**config.mk**
```make
export PLATFORM = sky130hd
export DESIGN_NAME = drive_protection_monitor
export DESIGN_NICKNAME = d
export VERILOG_FILES = /design/src/design/drive_protection_monitor.v /design/src/design/hold_timer.v
export VERILOG_INCLUDE_DIRS = /design/src /design/src/design
export SDC_FILE = /design/constraint.sdc
export NUM_CORES = 1
export LEC_CHECK = 0
export CAP_MARGIN = 15
export CORE_ASPECT_RATIO = 0.7
export CORE_MARGIN = 3
export CORE_UTILIZATION = 67
export CTS_BUF_LIST = sky130_fd_sc_hd__clkbuf_2
export DETAILED_ROUTE_END_ITERATION = 10
export DONT_BUFFER_PORTS = 1
export GPL_TIMING_DRIVEN = 0
export PLACE_DENSITY_LB_ADDON = 0.15
export SLEW_MARGIN = 5
export SYNTH_ARGS = -nofsm -noshare
export SYNTH_HDL_FRONTEND = slang
export SYNTH_SLANG_ARGS = --single-unit
```
**constraint.sdc**
```tcl
create_clock -name ref_clk -period 6 [get_ports ref_clk]
set_clock_uncertainty 0.1 [all_clocks]
set_input_delay 0.6 -clock ref_clk [delete_from_list [all_inputs] [get_ports ref_clk]]
set_output_delay 0.6 -clock ref_clk [all_outputs]
set_load 0.01 [all_outputs]
```
**src/design/drive_protection_defs.vh**
```
`ifndef DRIVE_PROTECTION_DEFS_VH
`define DRIVE_PROTECTION_DEFS_VH

// Register offsets (byte addresses, one word each)
`define OFS_CTRL 8'h00
`define OFS_LOSS_TIME 8'h04
`define OFS_VOLT_MIN 8'h08
`define OFS_VOLT2_MIN 8'h0c
`define OFS_CURR_MIN 8'h10
`define OFS_BRAKE_DUTY 8'h14
`define OFS_OUT_FUNC 8'h18
`define OFS_STATUS 8'h1c
`define OFS_IRQ_STATUS 8'h20
`define OFS_IRQ_MASK 8'h24

// Control register fields
`define CTRL_DET_LSB 0
`define CTRL_REACT_LSB 2
`define CTRL_BRAKE_EN_BIT 4
`define CTRL_CHARGE_EN_BIT 5
`define CTRL_SRC_LSB 6

// Reset values
`define RST_DET_SEL 2'h0
`define RST_REACT_SEL 2'h0
`define RST_BRAKE_EN 1'h1
`define RST_CHARGE_EN 1'h1
`define RST_SRC_SEL 2'h0
`define RST_LOSS_TIME 11'h00a
`define RST_BRAKE_DUTY 5'h0a
`define RST_OUT_FUNC 5'h11

// Setting encodings and limits
`define DET_OFF 2'h0
`define DET_HALF 2'h1
`define DET_FULL 2'h2
`define REACT_CONTINUE 2'h0
`define REACT_FREE_RUN 2'h1
`define REACT_DECEL 2'h2
`define SRC_VOLT 2'h0
`define SRC_VOLT2_CURR 2'h1
`define SRC_COMM 2'h2
`define FUNC_SPEED_LOSS 5'h0b
`define LOSS_TIME_MIN 11'h001
`define LOSS_TIME_MAX 11'h4b0
`define BRAKE_DUTY_MAX 5'h1e
`define FUNC_MAX 5'h13

// Interrupt status bits
`define IRQ_LOSS_BIT 0
`define IRQ_BRAKE_BIT 1
`define IRQ_CHARGE_BIT 2

// Timing: base tick 0.1 s, continuous braking limit 15 s, duty window 10 s
// Counts are kept in ticks so no intermediate product overflows 32 bits
`define CLK_PERIOD_NS 40
`define TICK_NS 100000000
`define BRAKE_CONT_TICKS 11'h096
`define DUTY_WINDOW_TICKS 32'h64
`define PERCENT_FULL 100

`endif

```
**src/design/drive_protection_monitor.v**
```verilog
// Contract
// - Handle speed command loss for analog terminal or communication references.
// - Detect select: 0 off, 1 below half threshold, 2 below full threshold.
// - Combined voltage plus current reference: either below its threshold means loss.
// - Act only after the condition holds for the decision time, 0.1 to 120 s.
// - Reaction: 0 keep frequency, 1 free-run output block, 2 deceleration stop.
// - Relay or second output with function 11 shows the loss state.
// - Brake limit enable: 0 no duty limit, 1 limit to duty level.
// - Brake duty level 0 to 30 percent, default 10, fraction of cycle.
// - Duty level is shown and used only while the limit enable is 1.
// - Continuous braking ends after at most 15 s, drive withdrawn.
// - Duty is braking time as percent of the whole operation cycle.
// - Charging circuit trip enable, default 1; 0 disables the trip.
// - When enabled, trip on unstable power or charging fault during power-up.
`timescale 1ns/1ps
`default_nettype none
`include "drive_protection_defs.vh"

module drive_protection_monitor #(
  parameter ADC_WIDTH = 12,
  parameter TICK_CYCLES = `TICK_NS / `CLK_PERIOD_NS,
  parameter DUTY_WINDOW_TICKS = `DUTY_WINDOW_TICKS
) (
  input wire ref_clk,
  input wire arst_n,
  input wire [7:0] addr,
  input wire [31:0] wdata,
  input wire wr_en,
  input wire rd_en,
  output reg [31:0] rdata,
  input wire [ADC_WIDTH-1:0] voltage_speed_input,
  input wire [ADC_WIDTH-1:0] voltage_speed_input2,
  input wire [ADC_WIDTH-1:0] current_speed_input,
  input wire comm_ref_lost,
  input wire brake_request,
  input wire precharge_active,
  input wire charge_fault,
  input wire power_unstable,
  output reg speed_loss,
  output reg hold_frequency,
  output reg decel_stop,
  output reg output_block,
  output reg dynamic_braking,
  output reg charge_circuit_trip,
  output reg fault_relay,
  output reg aux_output,
  output wire irq
);

  function below_level;
    input [ADC_WIDTH-1:0] val;
    input [ADC_WIDTH-1:0] thr;
    input [1:0] sel;
    begin
      case (sel)
        `DET_HALF: below_level = val < (thr >> 1);
        `DET_FULL: below_level = val < thr;
        default: below_level = 1'b0;
      endcase
    end
  endfunction

  function shows_loss;
    input [4:0] func;
    begin
      shows_loss = (func == `FUNC_SPEED_LOSS);
    end
  endfunction

  // Settings
  reg [1:0] det_sel_r;
  reg [1:0] react_sel_r;
  reg [1:0] src_sel_r;
  reg brake_en_r;
  reg charge_en_r;
  reg [10:0] loss_time_r;
  reg [ADC_WIDTH-1:0] volt_min_r;
  reg [ADC_WIDTH-1:0] volt2_min_r;
  reg [ADC_WIDTH-1:0] curr_min_r;
  reg [4:0] brake_duty_r;
  reg [4:0] relay_function_select_r;
  reg [4:0] aux_output_function_select_r;
  reg [2:0] irq_status_r;
  reg [2:0] irq_mask_r;

  // Pin synchronisers
  reg [3:0] pin_meta_r;
  reg [3:0] pin_sync_r;
  wire comm_lost_s;
  wire precharge_s;
  wire charge_fault_s;
  wire unstable_s;

  always @(posedge ref_clk or negedge arst_n) begin
    if (!arst_n) begin
      pin_meta_r <= 4'h0;
      pin_sync_r <= 4'h0;
    end else begin
      pin_meta_r <= {power_unstable, charge_fault, precharge_active, comm_ref_lost};
      pin_sync_r <= pin_meta_r;
    end
  end

  assign comm_lost_s = pin_sync_r[0];
  assign precharge_s = pin_sync_r[1];
  assign charge_fault_s = pin_sync_r[2];
  assign unstable_s = pin_sync_r[3];

  // 0.1 s time base
  reg [31:0] tick_cnt_r;
  reg tick_r;

  always @(posedge ref_clk or negedge arst_n) begin
    if (!arst_n) begin
      tick_cnt_r <= 32'h0;
      tick_r <= 1'b0;
    end else if (tick_cnt_r >= TICK_CYCLES - 1) begin
      tick_cnt_r <= 32'h0;
      tick_r <= 1'b1;
    end else begin
      tick_cnt_r <= tick_cnt_r + 32'h1;
      tick_r <= 1'b0;
    end
  end

  // Speed command loss condition
  reg loss_cond;

  always @* begin
    case (src_sel_r)
      `SRC_VOLT: loss_cond = below_level(voltage_speed_input, volt_min_r, det_sel_r);
      `SRC_VOLT2_CURR: loss_cond = below_level(voltage_speed_input2, volt2_min_r, det_sel_r) ||
                                   below_level(current_speed_input, curr_min_r, det_sel_r);
      `SRC_COMM: loss_cond = comm_lost_s && (det_sel_r != `DET_OFF);
      default: loss_cond = 1'b0;
    endcase
  end

  wire loss_confirmed;

  hold_timer #(
    .WIDTH(11)
  ) u_loss_timer (
    .ref_clk(ref_clk),
    .arst_n(arst_n),
    .tick(tick_r),
    .cond(loss_cond),
    .limit(loss_time_r),
    .done(loss_confirmed)
  );

  // Continuous braking limit
  wire brake_cont_expired;

  hold_timer #(
    .WIDTH(11)
  ) u_brake_timer (
    .ref_clk(ref_clk),
    .arst_n(arst_n),
    .tick(tick_r),
    .cond(brake_request),
    .limit(`BRAKE_CONT_TICKS),
    .done(brake_cont_expired)
  );

  // Braking duty over a fixed window
  reg [15:0] win_cnt_r;
  reg [15:0] on_cnt_r;
  wire [31:0] on_scaled;
  wire [31:0] budget;
  wire duty_ok;

  assign on_scaled = on_cnt_r * `PERCENT_FULL;
  assign budget = brake_duty_r * DUTY_WINDOW_TICKS;
  assign duty_ok = on_scaled < budget;

  always @(posedge ref_clk or negedge arst_n) begin
    if (!arst_n) begin
      win_cnt_r <= 16'h0;
      on_cnt_r <= 16'h0;
    end else if (tick_r) begin
      if (win_cnt_r >= DUTY_WINDOW_TICKS - 1) begin
        win_cnt_r <= 16'h0;
        on_cnt_r <= 16'h0;
      end else begin
        win_cnt_r <= win_cnt_r + 16'h1;
        if (dynamic_braking) begin
          on_cnt_r <= on_cnt_r + 16'h1;
        end
      end
    end
  end

  wire brake_limited;
  wire brake_drive_nxt;

  assign brake_limited = brake_en_r && !duty_ok;
  assign brake_drive_nxt = brake_request && !brake_cont_expired && !brake_limited && !output_block;

  // Charging circuit trip, latched until reset by power cycle
  reg charge_trip_r;
  wire charge_event;

  assign charge_event = charge_en_r && precharge_s && (charge_fault_s || unstable_s);

  always @(posedge ref_clk or negedge arst_n) begin
    if (!arst_n) begin
      charge_trip_r <= 1'b0;
    end else if (charge_event) begin
      charge_trip_r <= 1'b1;
    end
  end

  // Event edges for interrupt status
  reg loss_prev_r;
  reg brake_lim_prev_r;
  reg charge_prev_r;
  wire [2:0] irq_set;

  always @(posedge ref_clk or negedge arst_n) begin
    if (!arst_n) begin
      loss_prev_r <= 1'b0;
      brake_lim_prev_r <= 1'b0;
      charge_prev_r <= 1'b0;
    end else begin
      loss_prev_r <= loss_confirmed;
      brake_lim_prev_r <= brake_limited || (brake_request && brake_cont_expired);
      charge_prev_r <= charge_trip_r;
    end
  end

  assign irq_set[`IRQ_LOSS_BIT] = loss_confirmed && !loss_prev_r;
  assign irq_set[`IRQ_BRAKE_BIT] = (brake_limited || (brake_request && brake_cont_expired)) && !brake_lim_prev_r;
  assign irq_set[`IRQ_CHARGE_BIT] = charge_trip_r && !charge_prev_r;
  assign irq = |(irq_status_r & irq_mask_r);

  // Registered outputs
  always @(posedge ref_clk or negedge arst_n) begin
    if (!arst_n) begin
      speed_loss <= 1'b0;
      hold_frequency <= 1'b0;
      decel_stop <= 1'b0;
      output_block <= 1'b0;
      dynamic_braking <= 1'b0;
      charge_circuit_trip <= 1'b0;
      fault_relay <= 1'b0;
      aux_output <= 1'b0;
    end else begin
      speed_loss <= loss_confirmed;
      hold_frequency <= loss_confirmed && (react_sel_r == `REACT_CONTINUE);
      decel_stop <= loss_confirmed && (react_sel_r == `REACT_DECEL);
      output_block <= charge_trip_r || (loss_confirmed && (react_sel_r == `REACT_FREE_RUN));
      dynamic_braking <= brake_drive_nxt;
      charge_circuit_trip <= charge_trip_r;
      fault_relay <= shows_loss(relay_function_select_r) && loss_confirmed;
      aux_output <= shows_loss(aux_output_function_select_r) && loss_confirmed;
    end
  end

  // Register writes
  always @(posedge ref_clk or negedge arst_n) begin
    if (!arst_n) begin
      det_sel_r <= `RST_DET_SEL;
      react_sel_r <= `RST_REACT_SEL;
      src_sel_r <= `RST_SRC_SEL;
      brake_en_r <= `RST_BRAKE_EN;
      charge_en_r <= `RST_CHARGE_EN;
      loss_time_r <= `RST_LOSS_TIME;
      volt_min_r <= {ADC_WIDTH{1'b0}};
      volt2_min_r <= {ADC_WIDTH{1'b0}};
      curr_min_r <= {ADC_WIDTH{1'b0}};
      brake_duty_r <= `RST_BRAKE_DUTY;
      relay_function_select_r <= `RST_OUT_FUNC;
      aux_output_function_select_r <= `RST_OUT_FUNC;
      irq_mask_r <= 3'h0;
    end else if (wr_en) begin
      case (addr)
        `OFS_CTRL: begin
          det_sel_r <= (wdata[`CTRL_DET_LSB+1:`CTRL_DET_LSB] > `DET_FULL) ? `DET_OFF :
                       wdata[`CTRL_DET_LSB+1:`CTRL_DET_LSB];
          react_sel_r <= (wdata[`CTRL_REACT_LSB+1:`CTRL_REACT_LSB] > `REACT_DECEL) ? `REACT_CONTINUE :
                         wdata[`CTRL_REACT_LSB+1:`CTRL_REACT_LSB];
          brake_en_r <= wdata[`CTRL_BRAKE_EN_BIT];
          charge_en_r <= wdata[`CTRL_CHARGE_EN_BIT];
          src_sel_r <= (wdata[`CTRL_SRC_LSB+1:`CTRL_SRC_LSB] > `SRC_COMM) ? `SRC_VOLT :
                       wdata[`CTRL_SRC_LSB+1:`CTRL_SRC_LSB];
        end
        `OFS_LOSS_TIME: begin
          if (wdata[10:0] < `LOSS_TIME_MIN || wdata[31:11] != 21'h0) begin
            loss_time_r <= (wdata[31:11] != 21'h0) ? `LOSS_TIME_MAX : `LOSS_TIME_MIN;
          end else if (wdata[10:0] > `LOSS_TIME_MAX) begin
            loss_time_r <= `LOSS_TIME_MAX;
          end else begin
            loss_time_r <= wdata[10:0];
          end
        end
        `OFS_VOLT_MIN: volt_min_r <= wdata[ADC_WIDTH-1:0];
        `OFS_VOLT2_MIN: volt2_min_r <= wdata[ADC_WIDTH-1:0];
        `OFS_CURR_MIN: curr_min_r <= wdata[ADC_WIDTH-1:0];
        `OFS_BRAKE_DUTY: begin
          if (brake_en_r) begin
            brake_duty_r <= (wdata[31:0] > {27'h0, `BRAKE_DUTY_MAX}) ? `BRAKE_DUTY_MAX : wdata[4:0];
          end
        end
        `OFS_OUT_FUNC: begin
          if (wdata[4:0] <= `FUNC_MAX) begin
            relay_function_select_r <= wdata[4:0];
          end
          if (wdata[12:8] <= `FUNC_MAX) begin
            aux_output_function_select_r <= wdata[12:8];
          end
        end
        `OFS_IRQ_MASK: irq_mask_r <= wdata[2:0];
        default: begin
        end
      endcase
    end
  end

  // Sticky status: a new event wins over the clearing read
  wire status_read;

  assign status_read = rd_en && (addr == `OFS_IRQ_STATUS);

  always @(posedge ref_clk or negedge arst_n) begin
    if (!arst_n) begin
      irq_status_r <= 3'h0;
    end else if (status_read) begin
      irq_status_r <= irq_set;
    end else begin
      irq_status_r <= irq_status_r | irq_set;
    end
  end

  // Read data, one cycle after the strobe and only then
  reg [31:0] rd_mux;

  always @* begin
    rd_mux = 32'h0;
    case (addr)
      `OFS_CTRL: begin
        rd_mux[`CTRL_DET_LSB+1:`CTRL_DET_LSB] = det_sel_r;
        rd_mux[`CTRL_REACT_LSB+1:`CTRL_REACT_LSB] = react_sel_r;
        rd_mux[`CTRL_BRAKE_EN_BIT] = brake_en_r;
        rd_mux[`CTRL_CHARGE_EN_BIT] = charge_en_r;
        rd_mux[`CTRL_SRC_LSB+1:`CTRL_SRC_LSB] = src_sel_r;
      end
      `OFS_LOSS_TIME: rd_mux[10:0] = loss_time_r;
      `OFS_VOLT_MIN: rd_mux[ADC_WIDTH-1:0] = volt_min_r;
      `OFS_VOLT2_MIN: rd_mux[ADC_WIDTH-1:0] = volt2_min_r;
      `OFS_CURR_MIN: rd_mux[ADC_WIDTH-1:0] = curr_min_r;
      `OFS_BRAKE_DUTY: rd_mux[4:0] = brake_en_r ? brake_duty_r : 5'h00;
      `OFS_OUT_FUNC: begin
        rd_mux[4:0] = relay_function_select_r;
        rd_mux[12:8] = aux_output_function_select_r;
      end
      `OFS_STATUS: begin
        rd_mux[0] = loss_cond;
        rd_mux[1] = loss_confirmed;
        rd_mux[2] = dynamic_braking;
        rd_mux[3] = brake_cont_expired;
        rd_mux[4] = brake_limited;
        rd_mux[5] = charge_trip_r;
        rd_mux[6] = output_block;
      end
      `OFS_IRQ_STATUS: rd_mux[2:0] = irq_status_r;
      `OFS_IRQ_MASK: rd_mux[2:0] = irq_mask_r;
      default: rd_mux = 32'h0;
    endcase
  end

  always @(posedge ref_clk or negedge arst_n) begin
    if (!arst_n) begin
      rdata <= 32'h0;
    end else if (rd_en) begin
      rdata <= rd_mux;
    end else begin
      rdata <= 32'h0;
    end
  end

endmodule // drive_protection_monitor

`default_nettype wire

```
**src/design/hold_timer.v**
```verilog
`timescale 1ns/1ps
`default_nettype none

// Counts ticks while cond holds; done once the count reaches limit
module hold_timer #(
  parameter WIDTH = 11
) (
  input wire ref_clk,
  input wire arst_n,
  input wire tick,
  input wire cond,
  input wire [WIDTH-1:0] limit,
  output wire done
);

  reg [WIDTH-1:0] cnt_r;
  reg [WIDTH-1:0] cnt_nxt;

  always @* begin
    cnt_nxt = cnt_r;
    if (!cond) begin
      cnt_nxt = {WIDTH{1'b0}};
    end else if (tick && (cnt_r < limit)) begin
      cnt_nxt = cnt_r + {{(WIDTH-1){1'b0}}, 1'b1};
    end
  end

  always @(posedge ref_clk or negedge arst_n) begin
    if (!arst_n) begin
      cnt_r <= {WIDTH{1'b0}};
    end else begin
      cnt_r <= cnt_nxt;
    end
  end

  // Any break in cond restarts the count from zero
  assign done = cond && (cnt_r >= limit);

endmodule // hold_timer

`default_nettype wire

```
==> results of run 1 <==
## final cells by class
cell class / instances / area (sq um) / area share, %
multi-input cells: 974 / 7120 / 52.5
clock buffers: 18 / 90.1 / 0.664
plain buffers: 52 / 277 / 2.04
repair buffers: 25 / 268 / 1.97
flip-flops and latches: 194 / 4870 / 35.9
well taps: 236 / 295 / 2.18
inverters: 130 / 490 / 3.62
diodes: 2 / 5.00 / 0.0369
clock inverters: 14 / 151 / 1.12
## report_power, final
group          switching [mW]  internal (mW)  total (mW)
logic                   0.512          0.398       0.910
clock network           0.484          0.167       0.651
registers              0.0982           1.39        1.49
total                    1.09           1.95        3.05
## what timing repair did
action	4_1_cts	5_1_grt
hold endpoints to repair	260	0
hold buffers	25	0
resized for setup	0	0
## synth_stat cells, drive strengths merged (11+ instances only)
| cell | instances | share of area, % |
|---|---|---|
| ha | 160 | 16 |
| a22oi | 12 | 0.71 |
| dfrtp | 184 | 36 |
| nand2b | 13 | 0.64 |
| nand3 | 39 | 1.6 |
| a31oi | 16 | 0.79 |
| nor2 | 125 | 3.7 |
| xnor2 | 29 | 2.0 |
| buf | 24 | 1.4 |
| a21o | 22 | 1.3 |
| fa | 12 | 1.9 |
| clkbuf | 28 | 0.83 |
| nor3 | 13 | 0.51 |
| a21oi | 61 | 2.4 |
| nor4 | 11 | 0.54 |
| nand2 | 96 | 2.8 |
| xor2 | 29 | 2.0 |
| o21ai | 66 | 2.6 |
| inv | 129 | 3.8 |
| nand4 | 30 | 1.5 |
| and3 | 18 | 0.89 |
| and2 | 11 | 0.54 |
| mux2 | 38 | 3.4 |
## sequential cells by signal, summed over array words and instances, names as in the netlist, 5 cells and up
| signal | flops |
|---|---|
| rdata | 13 |
| relay_function_select_r | 5 |
| on_cnt_r | 16 |
| u_brake_timer.cnt_r | 11 |
| u_loss_timer.cnt_r | 11 |
| brake_duty_r | 5 |
| aux_output_function_select_r | 5 |
| curr_min_r | 12 |
| volt2_min_r | 12 |
| win_cnt_r | 16 |
| volt_min_r | 12 |
| loss_time_r | 11 |
| tick_cnt_r | 32 |
## final timing paths
kind	slack, ps	end
setup / recovery	960	dynamic_braking
hold / removal	90	irq_mask_r[0]
setup reg to reg	960	dynamic_braking
hold reg to reg	290	pin_sync_r[1]
max in group asynchronous	4640	pin_sync_r[3]
min in group asynchronous	280	on_cnt_r[10]
## metrics by stage
stage                     total power [mW]  utilization (%)  setup slack (ps)  hold WS, ps  area [sq um]
final                                 3.05             74.2               959         94.5         13600
after global routing                  3.27             74.2               576         24.3         13600
after CTS                             3.06             74.2               965         1.54         13600
after detailed placement              2.36             71.4              1080          209         13000
after global placement                2.32             71.4              1010          210         13000
after floorplan                       2.14                -              1640          204         12700
## worst reg2reg max path: cells and delay by family, from the launching register on
family                     cells  cell delay, ps
AOI/OAI and AO/OA              6            1620
xor gates and xnor gates       1             150
adders and majority gates      5            1660
buffers and inverters          2              90
DFF                            1             520
and+or+nand+nor                4             830
## placed cells by master, fill, tap and decap left out, types with 6 or more instances in the layout
master         netlist  routed
a21o_1              22      22
a21oi_1             61      61
a221oi_1             7       7
a222oi_1             9       9
a22o_1               9       9
a22oi_1             12      12
a31oi_1             16      16
and2_1              11      11
and3_1              18      18
and4_1               9       9
buf_4               19      19
clkbuf_1            28      28
clkbuf_2             0      18
conb_1               1      29
dfrtp_1            184     184
dfstp_2             10      10
dlygate4sd3_1        0      24
fa_1                12      12
ha_1               160     160
inv_1              128     128
mux2_2              38      38
mux2i_1              6       6
nand2_1             96      96
nand2b_1            13      13
nand3_1             38      38
nand4_1             30      30
nor2_1             125     125
nor2b_1              7       7
nor3_1              13      13
nor4_1              11      11
o211ai_1             6       6
o21ai_0             63      63
o31ai_1              6       6
xnor2_1             29      29
xor2_1              29      29
## metal layers
layer / global-route usage [%] / up-vias / routed length, microns
met3: 8.79 / 38 / 3490
met2: 43.5 / 464 / 12900
li1: - / 4811 / -
met4: 5.72 / 2 / 359
met1: 48.6 / 4799 / 14500
met5: 0 / - / 7
## cell families after synthesis
| family | synth area share [%] |
|---|---|
| AO/OA/AOI/OAI | 14.0 |
| XOR/XNOR | 4.02 |
| AND/OR/NAND/NOR | 15.9 |
| flip-flops | 38.5 |
| other | 0.0297 |
| adder cells (fa/ha/maj) | 17.7 |
| buffers and inverters | 6.07 |
| multiplexers | 3.86 |
==> out/results.ini, run 1 <==
[place]
dp_cells=1586
gp_congestion=0.954
dpl.hpwl_microns=24100
portBuffers=0

[drt]
postRouteAntennaNets=0
vias=10100
routedWlPerCell_microns=19.0
post-route-drc-count=0
dr.pass1.iters=8
wirelength_microns=31200
via_per_inst=6.15
drt-initial-drc-count=1122

[worst_hold_path]
hold_path_depth=4
min_from=addr[5]
hp-class=primary input to flop

[setup_path]
arrival_ps=5680
path_max_fanout=6
worstPathRequired_ps=6640
crit_family=adder cells
worst-path-stages=18
path_class=flop to flop
r2r_start=on_cnt_r[4]
cp_num_buf_inv=2
r2r_cells=18
cpMaxStageDelayCell=dfrtp_1
critPathLaunchType=flop
crit_top_cell=ha_1
crit_chain=ha_1, ha_1, inv_1, fa_1, inv_1, ha_1, a21o_1, a21oi_1, nand2_1, xor2_1, ha_1, a221oi_1, o2111ai_1, a221oi_1, and4_1, nand4_1, or3_1, a2111oi_2
critPathMaxStageDelay_ps=520
cp-startpoint=on_cnt_r[4]
crit_path_end_kind=flop

[sta]
grt_setup_unrepaired=no
fmax_mhz=198
setup_viol=0
fin_crit_sh_pct=84.0
slew_violations=0
setup-tns-final_ps=0
fin_crit_ps=5040
tightest_slew_ps=1190
hold_viol=0
relSlewSlack_pct=20.0

[outcome]
outcome=finished clean

[clocking]
htree_levels=4
cts_tree=built
root_buffer=clkbuf_2
numCtsBuffers=17
clk_pin_slew_worst_paths_ps=310
cts.sinks=194
clk_path_buf_depth=2
cts_setup_buffers=0
clk_latency_ps=810

[global_route]
antenna_found_initial=2
grt_max_degree=195
overflow=0
grt_pass1_vias=9567
grt_pass1_wl_microns=50200
grtUsageTotal_pct=31.1

[finish]
nets=1651
drive_gt1_share_pct=8.10
stdcell_count=1645
final.fill_count=1338
area_delta_synth_final_pct=7.23

[die]
core_area_sq_mm=0.0183
io_pins=126
die_h_microns=121
dieArea_sq_mm=0.0206
start_util_pct=69.2
rows=41
die_w_microns=170

[synth]
synth-main-ff-cell=dfrtp_1
synth-edff-count=0
synth.cell_area_sq_mm=0.0126
yosys_warnings=0
async_reset_ff_share_pct=100
synth-seq-cells=194
synthCells=1322
synth_cell_types=76
synth_area_per_cell_sq_um=9.56
yosysSeqAreaShare_pct=38.5

[pwr]
leakagePower_nw=6.39
ir_drop_uv=213
powerDensity_mw_per_mm2=225

[job]
maxCapViolations=0

Note: power is estimated with default switching activity, not from simulation.
==> inputs of run 2 (changes only) <==
==> constraint.sdc (replaced) <==
create_clock -name ref_clk -period 5.15 [get_ports ref_clk]
set_clock_uncertainty 0.1 [all_clocks]
set_input_delay 0.515 -clock ref_clk [delete_from_list [all_inputs] [get_ports ref_clk]]
set_output_delay 0.515 -clock ref_clk [all_outputs]
set_load 0.01 [all_outputs]
==> out/results.ini, run 2 (synthesized netlist as in run 1, its figures left out) <==
[die]
io_pins=126
start_util_pct=69.2
rows=41
die_w_microns=170
die_h_microns=121
dieArea_sq_mm=0.0206
core_area_sq_mm=0.0183

[place]
dpl.hpwl_microns=24100
portBuffers=0
gp_congestion=0.954
dp_cells=1586
place_area_sq_mm=0.0130

[setup_path]
r2r_start=on_cnt_r[3]
r2r_cells=18
arrival_ps=5460
critPathLaunchType=flop
path_class=flop to flop
crit_path_end_kind=flop
cpMaxStageDelayCell=dfrtp_2
crit_family=adder cells
crit_chain=ha_1, ha_1, inv_1, fa_1, inv_1, ha_1, a21o_1, a21oi_2, nand2_1, xor2_1, ha_1, a221oi_2, o2111ai_2, a221oi_2, and4_1, nand4_1, or3_1, a2111oi_2
crit_top_cell=ha_1
path_max_fanout=5
cp_num_buf_inv=2
reg2reg_to=dynamic_braking
critPathMaxStageDelay_ps=510
worstPathRequired_ps=5800
r2r_slack_ps=340

[sta]
setup_viol=0
grt_setup_unrepaired=no
relSlewSlack_pct=18.2
hold_viol=0
fin_crit_sh_pct=93.4
slew_violations=0
fin_crit_ps=4810
setup-tns-final_ps=0
tightest_slew_ps=1220
fmax_mhz=208

[drt]
vias=10200
dr.pass1.iters=6
post-route-drc-count=0
drt-initial-drc-count=1315
postRouteAntennaNets=0
via_per_inst=6.17
routedWlPerCell_microns=18.9
wirelength_microns=31300

[finish]
fin_util_pct=74.8
largest_register=tick_cnt_r
final_cell_mix=dfrtp_1, ha_1, inv_1
drive_gt1_share_pct=8.55
nets=1659
fin_area_sq_mm=0.0137
largest_reg_flops=32
reg.largest.list=tick_cnt_r x32, on_cnt_r x16, win_cnt_r x16
area_delta_synth_final_pct=8.03
stdcell_count=1652
final_common_cell=dfrtp_1

[outcome]
outcome=finished clean

[global_route]
grt_pass1_vias=9615
antenna_found_initial=2
grt_pass1_wl_microns=50400
grt_max_degree=195
overflow=0
grtUsageTotal_pct=31.3

[clocking]
cts_tree=built
clk_latency_ps=810
numCtsBuffers=17
clk_pin_slew_worst_paths_ps=300
cts.sinks=194
root_buffer=clkbuf_2
htree_levels=4
clk_path_buf_depth=2

[worst_hold_path]
min_to=irq_status_r[0]
min_from=addr[5]
hp-class=primary input to flop
hold_path_depth=4

[job]
maxCapViolations=0

[pwr]
powerDensity_mw_per_mm2=263
leakagePower_nw=6.43
ir_drop_uv=245

run 2: changes by cell type in the layout (fill, tap and decap cells not counted), sizes merged:
cell | previous run | this run
dlygate4sd3 | 24 | 31
diode | 2 | 1
buf | 25 | 26
run 2: worst register-to-register path, stage by stage, from the launching register on:
cell and delay, ps:
dfrtp_2 510, ha_1 320, ha_1 280, inv_1 50, fa_1 490, inv_1 40
ha_1 350, a21o_1 210, a21oi_2 200, nand2_1 80, xor2_1 150, ha_1 230
a221oi_2 210, o2111ai_2 210, a221oi_2 220, and4_1 250, nand4_1 100, or3_1 370
a2111oi_2 380
run 2: per-stage QoR:
stage          setup slack, ps  power (mW)  hold slack [ps]
6_report                   339        3.59             67.5
3_3_place_gp               156        2.70              125
4_1_cts                    115        3.56            0.318
5_1_grt                   23.2        3.85             7.72
2_1_floorplan              793        2.49              119
3_5_place_dp               231        2.75              124
run 2: final cells by class:
type,count,area (sq um)
clock buffers,18,90.1
fillers,1330,4600
multi-input cells,974,7140
repair buffers,33,345
inverters,130,490
clock inverters,14,151
diodes,1,2.50
flip-flops and latches,194,4870
well taps,236,295
plain buffers,52,277
run 2: how the worst max path moves through the flow:
stage / start / to / cells past startpoint
after floorplan: on_cnt_r[3] / dynamic_braking / 18
after global placement: on_cnt_r[3] / dynamic_braking / 18
after detailed placement: on_cnt_r[4] / dynamic_braking / 18
after CTS: on_cnt_r[3] / dynamic_braking / 18
after global routing: on_cnt_r[3] / dynamic_braking / 18
final: on_cnt_r[3] / dynamic_braking / 18
run 2: layer usage:
layer  vias up  GRT usage (%)  routed length, microns  part of all wire, %
met3        50           9.90                    3320                   11
met1      4905           48.1                   14600                   47
met2       415           43.8                   12900                   41
met4         2           5.62                     478                  1.5
met5         -              0                       7                0.022
li1       4825              -                       -                    -
run 2: where the power goes:
part / switching [mW] / internal [mW] / leakage, nW
clock: 0.562 / 0.195 / 0.143
sequential: 0.114 / 1.62 / 2.55
combinational: 0.614 / 0.489 / 3.73
total: 1.29 / 2.30 / 6.43
run 2: what timing repair did:
item | in CTS | in global routing
hold endpoints to repair | 273 | 0
hold buffers | 32 | 0
resized for setup | 0 | 6
endpoints found under the setup margin | 0 | 3
setup buffers | 0 | 1
==> inputs of run 3 (changes only) <==
==> constraint.sdc (replaced) <==
create_clock -name ref_clk -period 5.15 [get_ports ref_clk]
set_clock_uncertainty 0.1 [all_clocks]
set_input_delay 1.03 -clock ref_clk [delete_from_list [all_inputs] [get_ports ref_clk]]
set_output_delay 1.03 -clock ref_clk [all_outputs]
set_load 0.01 [all_outputs]
==> out/results.ini, run 3 (synthesized netlist as in run 1, its figures left out) <==
[setup_path]
reg2reg_to=dynamic_braking
arrival_ps=5450
cp-startpoint=on_cnt_r[3]
worstPathRequired_ps=5780
path_class=flop to flop
crit_path_end_kind=flop
r2r_start=on_cnt_r[3]
path_max_fanout=5
r2r_cells=18
critPathLaunchType=flop
r2r_slack_ps=330

[worst_hold_path]
hp-class=primary input to asynchronous set/reset pin

[finish]
largest_reg_flops=32
area_delta_synth_final_pct=5.57
multi_input_area_sq_mm=0.00714
reg.largest.list=tick_cnt_r x32, on_cnt_r x16, win_cnt_r x16
fin_util_pct=73.1
regArea_sq_mm=0.00487
largest_register=tick_cnt_r
nets=1628
final_common_cell=dfrtp_1
drive_gt1_share_pct=8.74
final.fill_count=1364
final_cell_mix=dfrtp_1, ha_1, inv_1

[place]
gp_congestion=0.954
dpl.hpwl_microns=24100
portBuffers=0

[clocking]
htree_levels=4
clk_latency_ps=800
numCtsBuffers=17
root_buffer=clkbuf_2
cts_tree=built
cts.sinks=194
clk_pin_slew_worst_paths_ps=300
clk_path_buf_depth=2

[sta]
fin_crit_sh_pct=93.6
setup-tns-final_ps=0
fin_crit_ps=4820
grt_setup_unrepaired=no
setup_viol=0
relSlewSlack_pct=21.1
tightest_slew_ps=1180
slew_violations=0
hold_viol=0
fmax_mhz=207

[pwr]
leakagePower_nw=6.30
clkPwrFrac_pct=21.2
internal_power_mw=2.29
ir_drop_uv=248
p_sw_share_pct=35.8
powerDensity_mw_per_mm2=267
p_sw_mw=1.28
p_seq_share_pct=48.6
p_comb_share_pct=30.2

[die]
dieArea_sq_mm=0.0206
rows=41
core_area_sq_mm=0.0183
die_h_microns=121
io_pins=126
die_w_microns=170
start_util_pct=69.2

[global_route]
grt_pass1_wl_microns=49100
grt_max_degree=195
grt_pass1_vias=9423
overflow=0
antenna_found_initial=1
grtUsageTotal_pct=30.4

[drt]
routedWlPerCell_microns=18.9
postRouteAntennaNets=0
post-route-drc-count=0
vias=9988
dr.pass1.iters=7
wirelength_microns=30700
via_per_inst=6.16
drt-initial-drc-count=1137

[outcome]
outcome=finished clean

[job]
maxCapViolations=0

[run 3: changes by cell type in the layout (fill, tap and decap cells not counted)]
cell,previous run,this run
dlygate4sd3_1,31,0
[run 3: critical path: stages (launching register included)]
cell and delay (ps):
dfrtp_2 510, ha_1 320, ha_1 280, inv_1 50
fa_1 490, inv_1 40, ha_1 350, a21o_1 210
a21oi_2 200, nand2_1 80, xor2_1 150, ha_1 230
a221oi_2 220, o2111ai_2 220, a221oi_2 230, and4_1 240
nand4_1 90, or3_1 370, a2111oi_2 380
[run 3: area by class of cell]
| class | instances | share of cell area [%] |
|---|---|---|
| Antenna cell | 1 | 0.0187 |
| Buffer | 52 | 2.07 |
| Clock buffer | 18 | 0.675 |
| Clock inverter | 14 | 1.13 |
| Inverter | 130 | 3.67 |
| Multi-Input combinational cell | 974 | 53.5 |
| Sequential cell | 194 | 36.5 |
| Tap cell | 236 | 2.21 |
| Timing Repair Buffer | 2 | 0.262 |
[run 3: timing repair]
item                                    CTS  global route
hold endpoints to repair                194           194
buffers inserted                          0             1
resized for setup                         0             6
endpoints found under the setup margin    0             3
[run 3: worst max path at each step]
stage                            to  cells after the start
finish              dynamic_braking                     18
global placement    dynamic_braking                     18
floorplan           dynamic_braking                     18
global route        dynamic_braking                     18
CTS                 dynamic_braking                     18
detailed placement  dynamic_braking                     18
[run 3: stage by stage]
| step | setup WS [ps] | instance area (sq um) | instances | power (mW) | hold slack, ps |
|---|---|---|---|---|---|
| 6_report | 327 | 13300 | 1621 | 3.57 | 34.3 |
| 5_1_grt | 22.0 | 13300 | 1621 | 3.83 | 20.4 |
| 4_1_cts | 115 | 13300 | 1618 | 3.51 | -321 |
| 2_1_floorplan | 793 | 12700 | 1350 | 2.49 | 231 |
| 3_3_place_gp | 156 | 13000 | 1586 | 2.70 | 232 |
| 3_5_place_dp | 231 | 13000 | 1586 | 2.75 | 240 |
[run 3: power groups by stage]
stage | registers, mW | clock network (mW) | logic, mW
2_1_floorplan | 1.71 | 0 | 0.780
3_3_place_gp | 1.75 | 0 | 0.954
3_5_place_dp | 1.75 | 0 | 0.995
4_1_cts | 1.73 | 0.772 | 1.00
5_1_grt | 1.75 | 0.832 | 1.25
6_report | 1.73 | 0.755 | 1.08
[run 3: routing by layer]
metal / global-route usage [%] / vias to the layer above / wire length [microns]
met1: 46.7 / 4781 / 14300
met3: 9.74 / 29 / 3270
met5: 0 / - / 0
met4: 5.57 / 0 / 304
met2: 42.7 / 417 / 12800
li1: - / 4761 / -
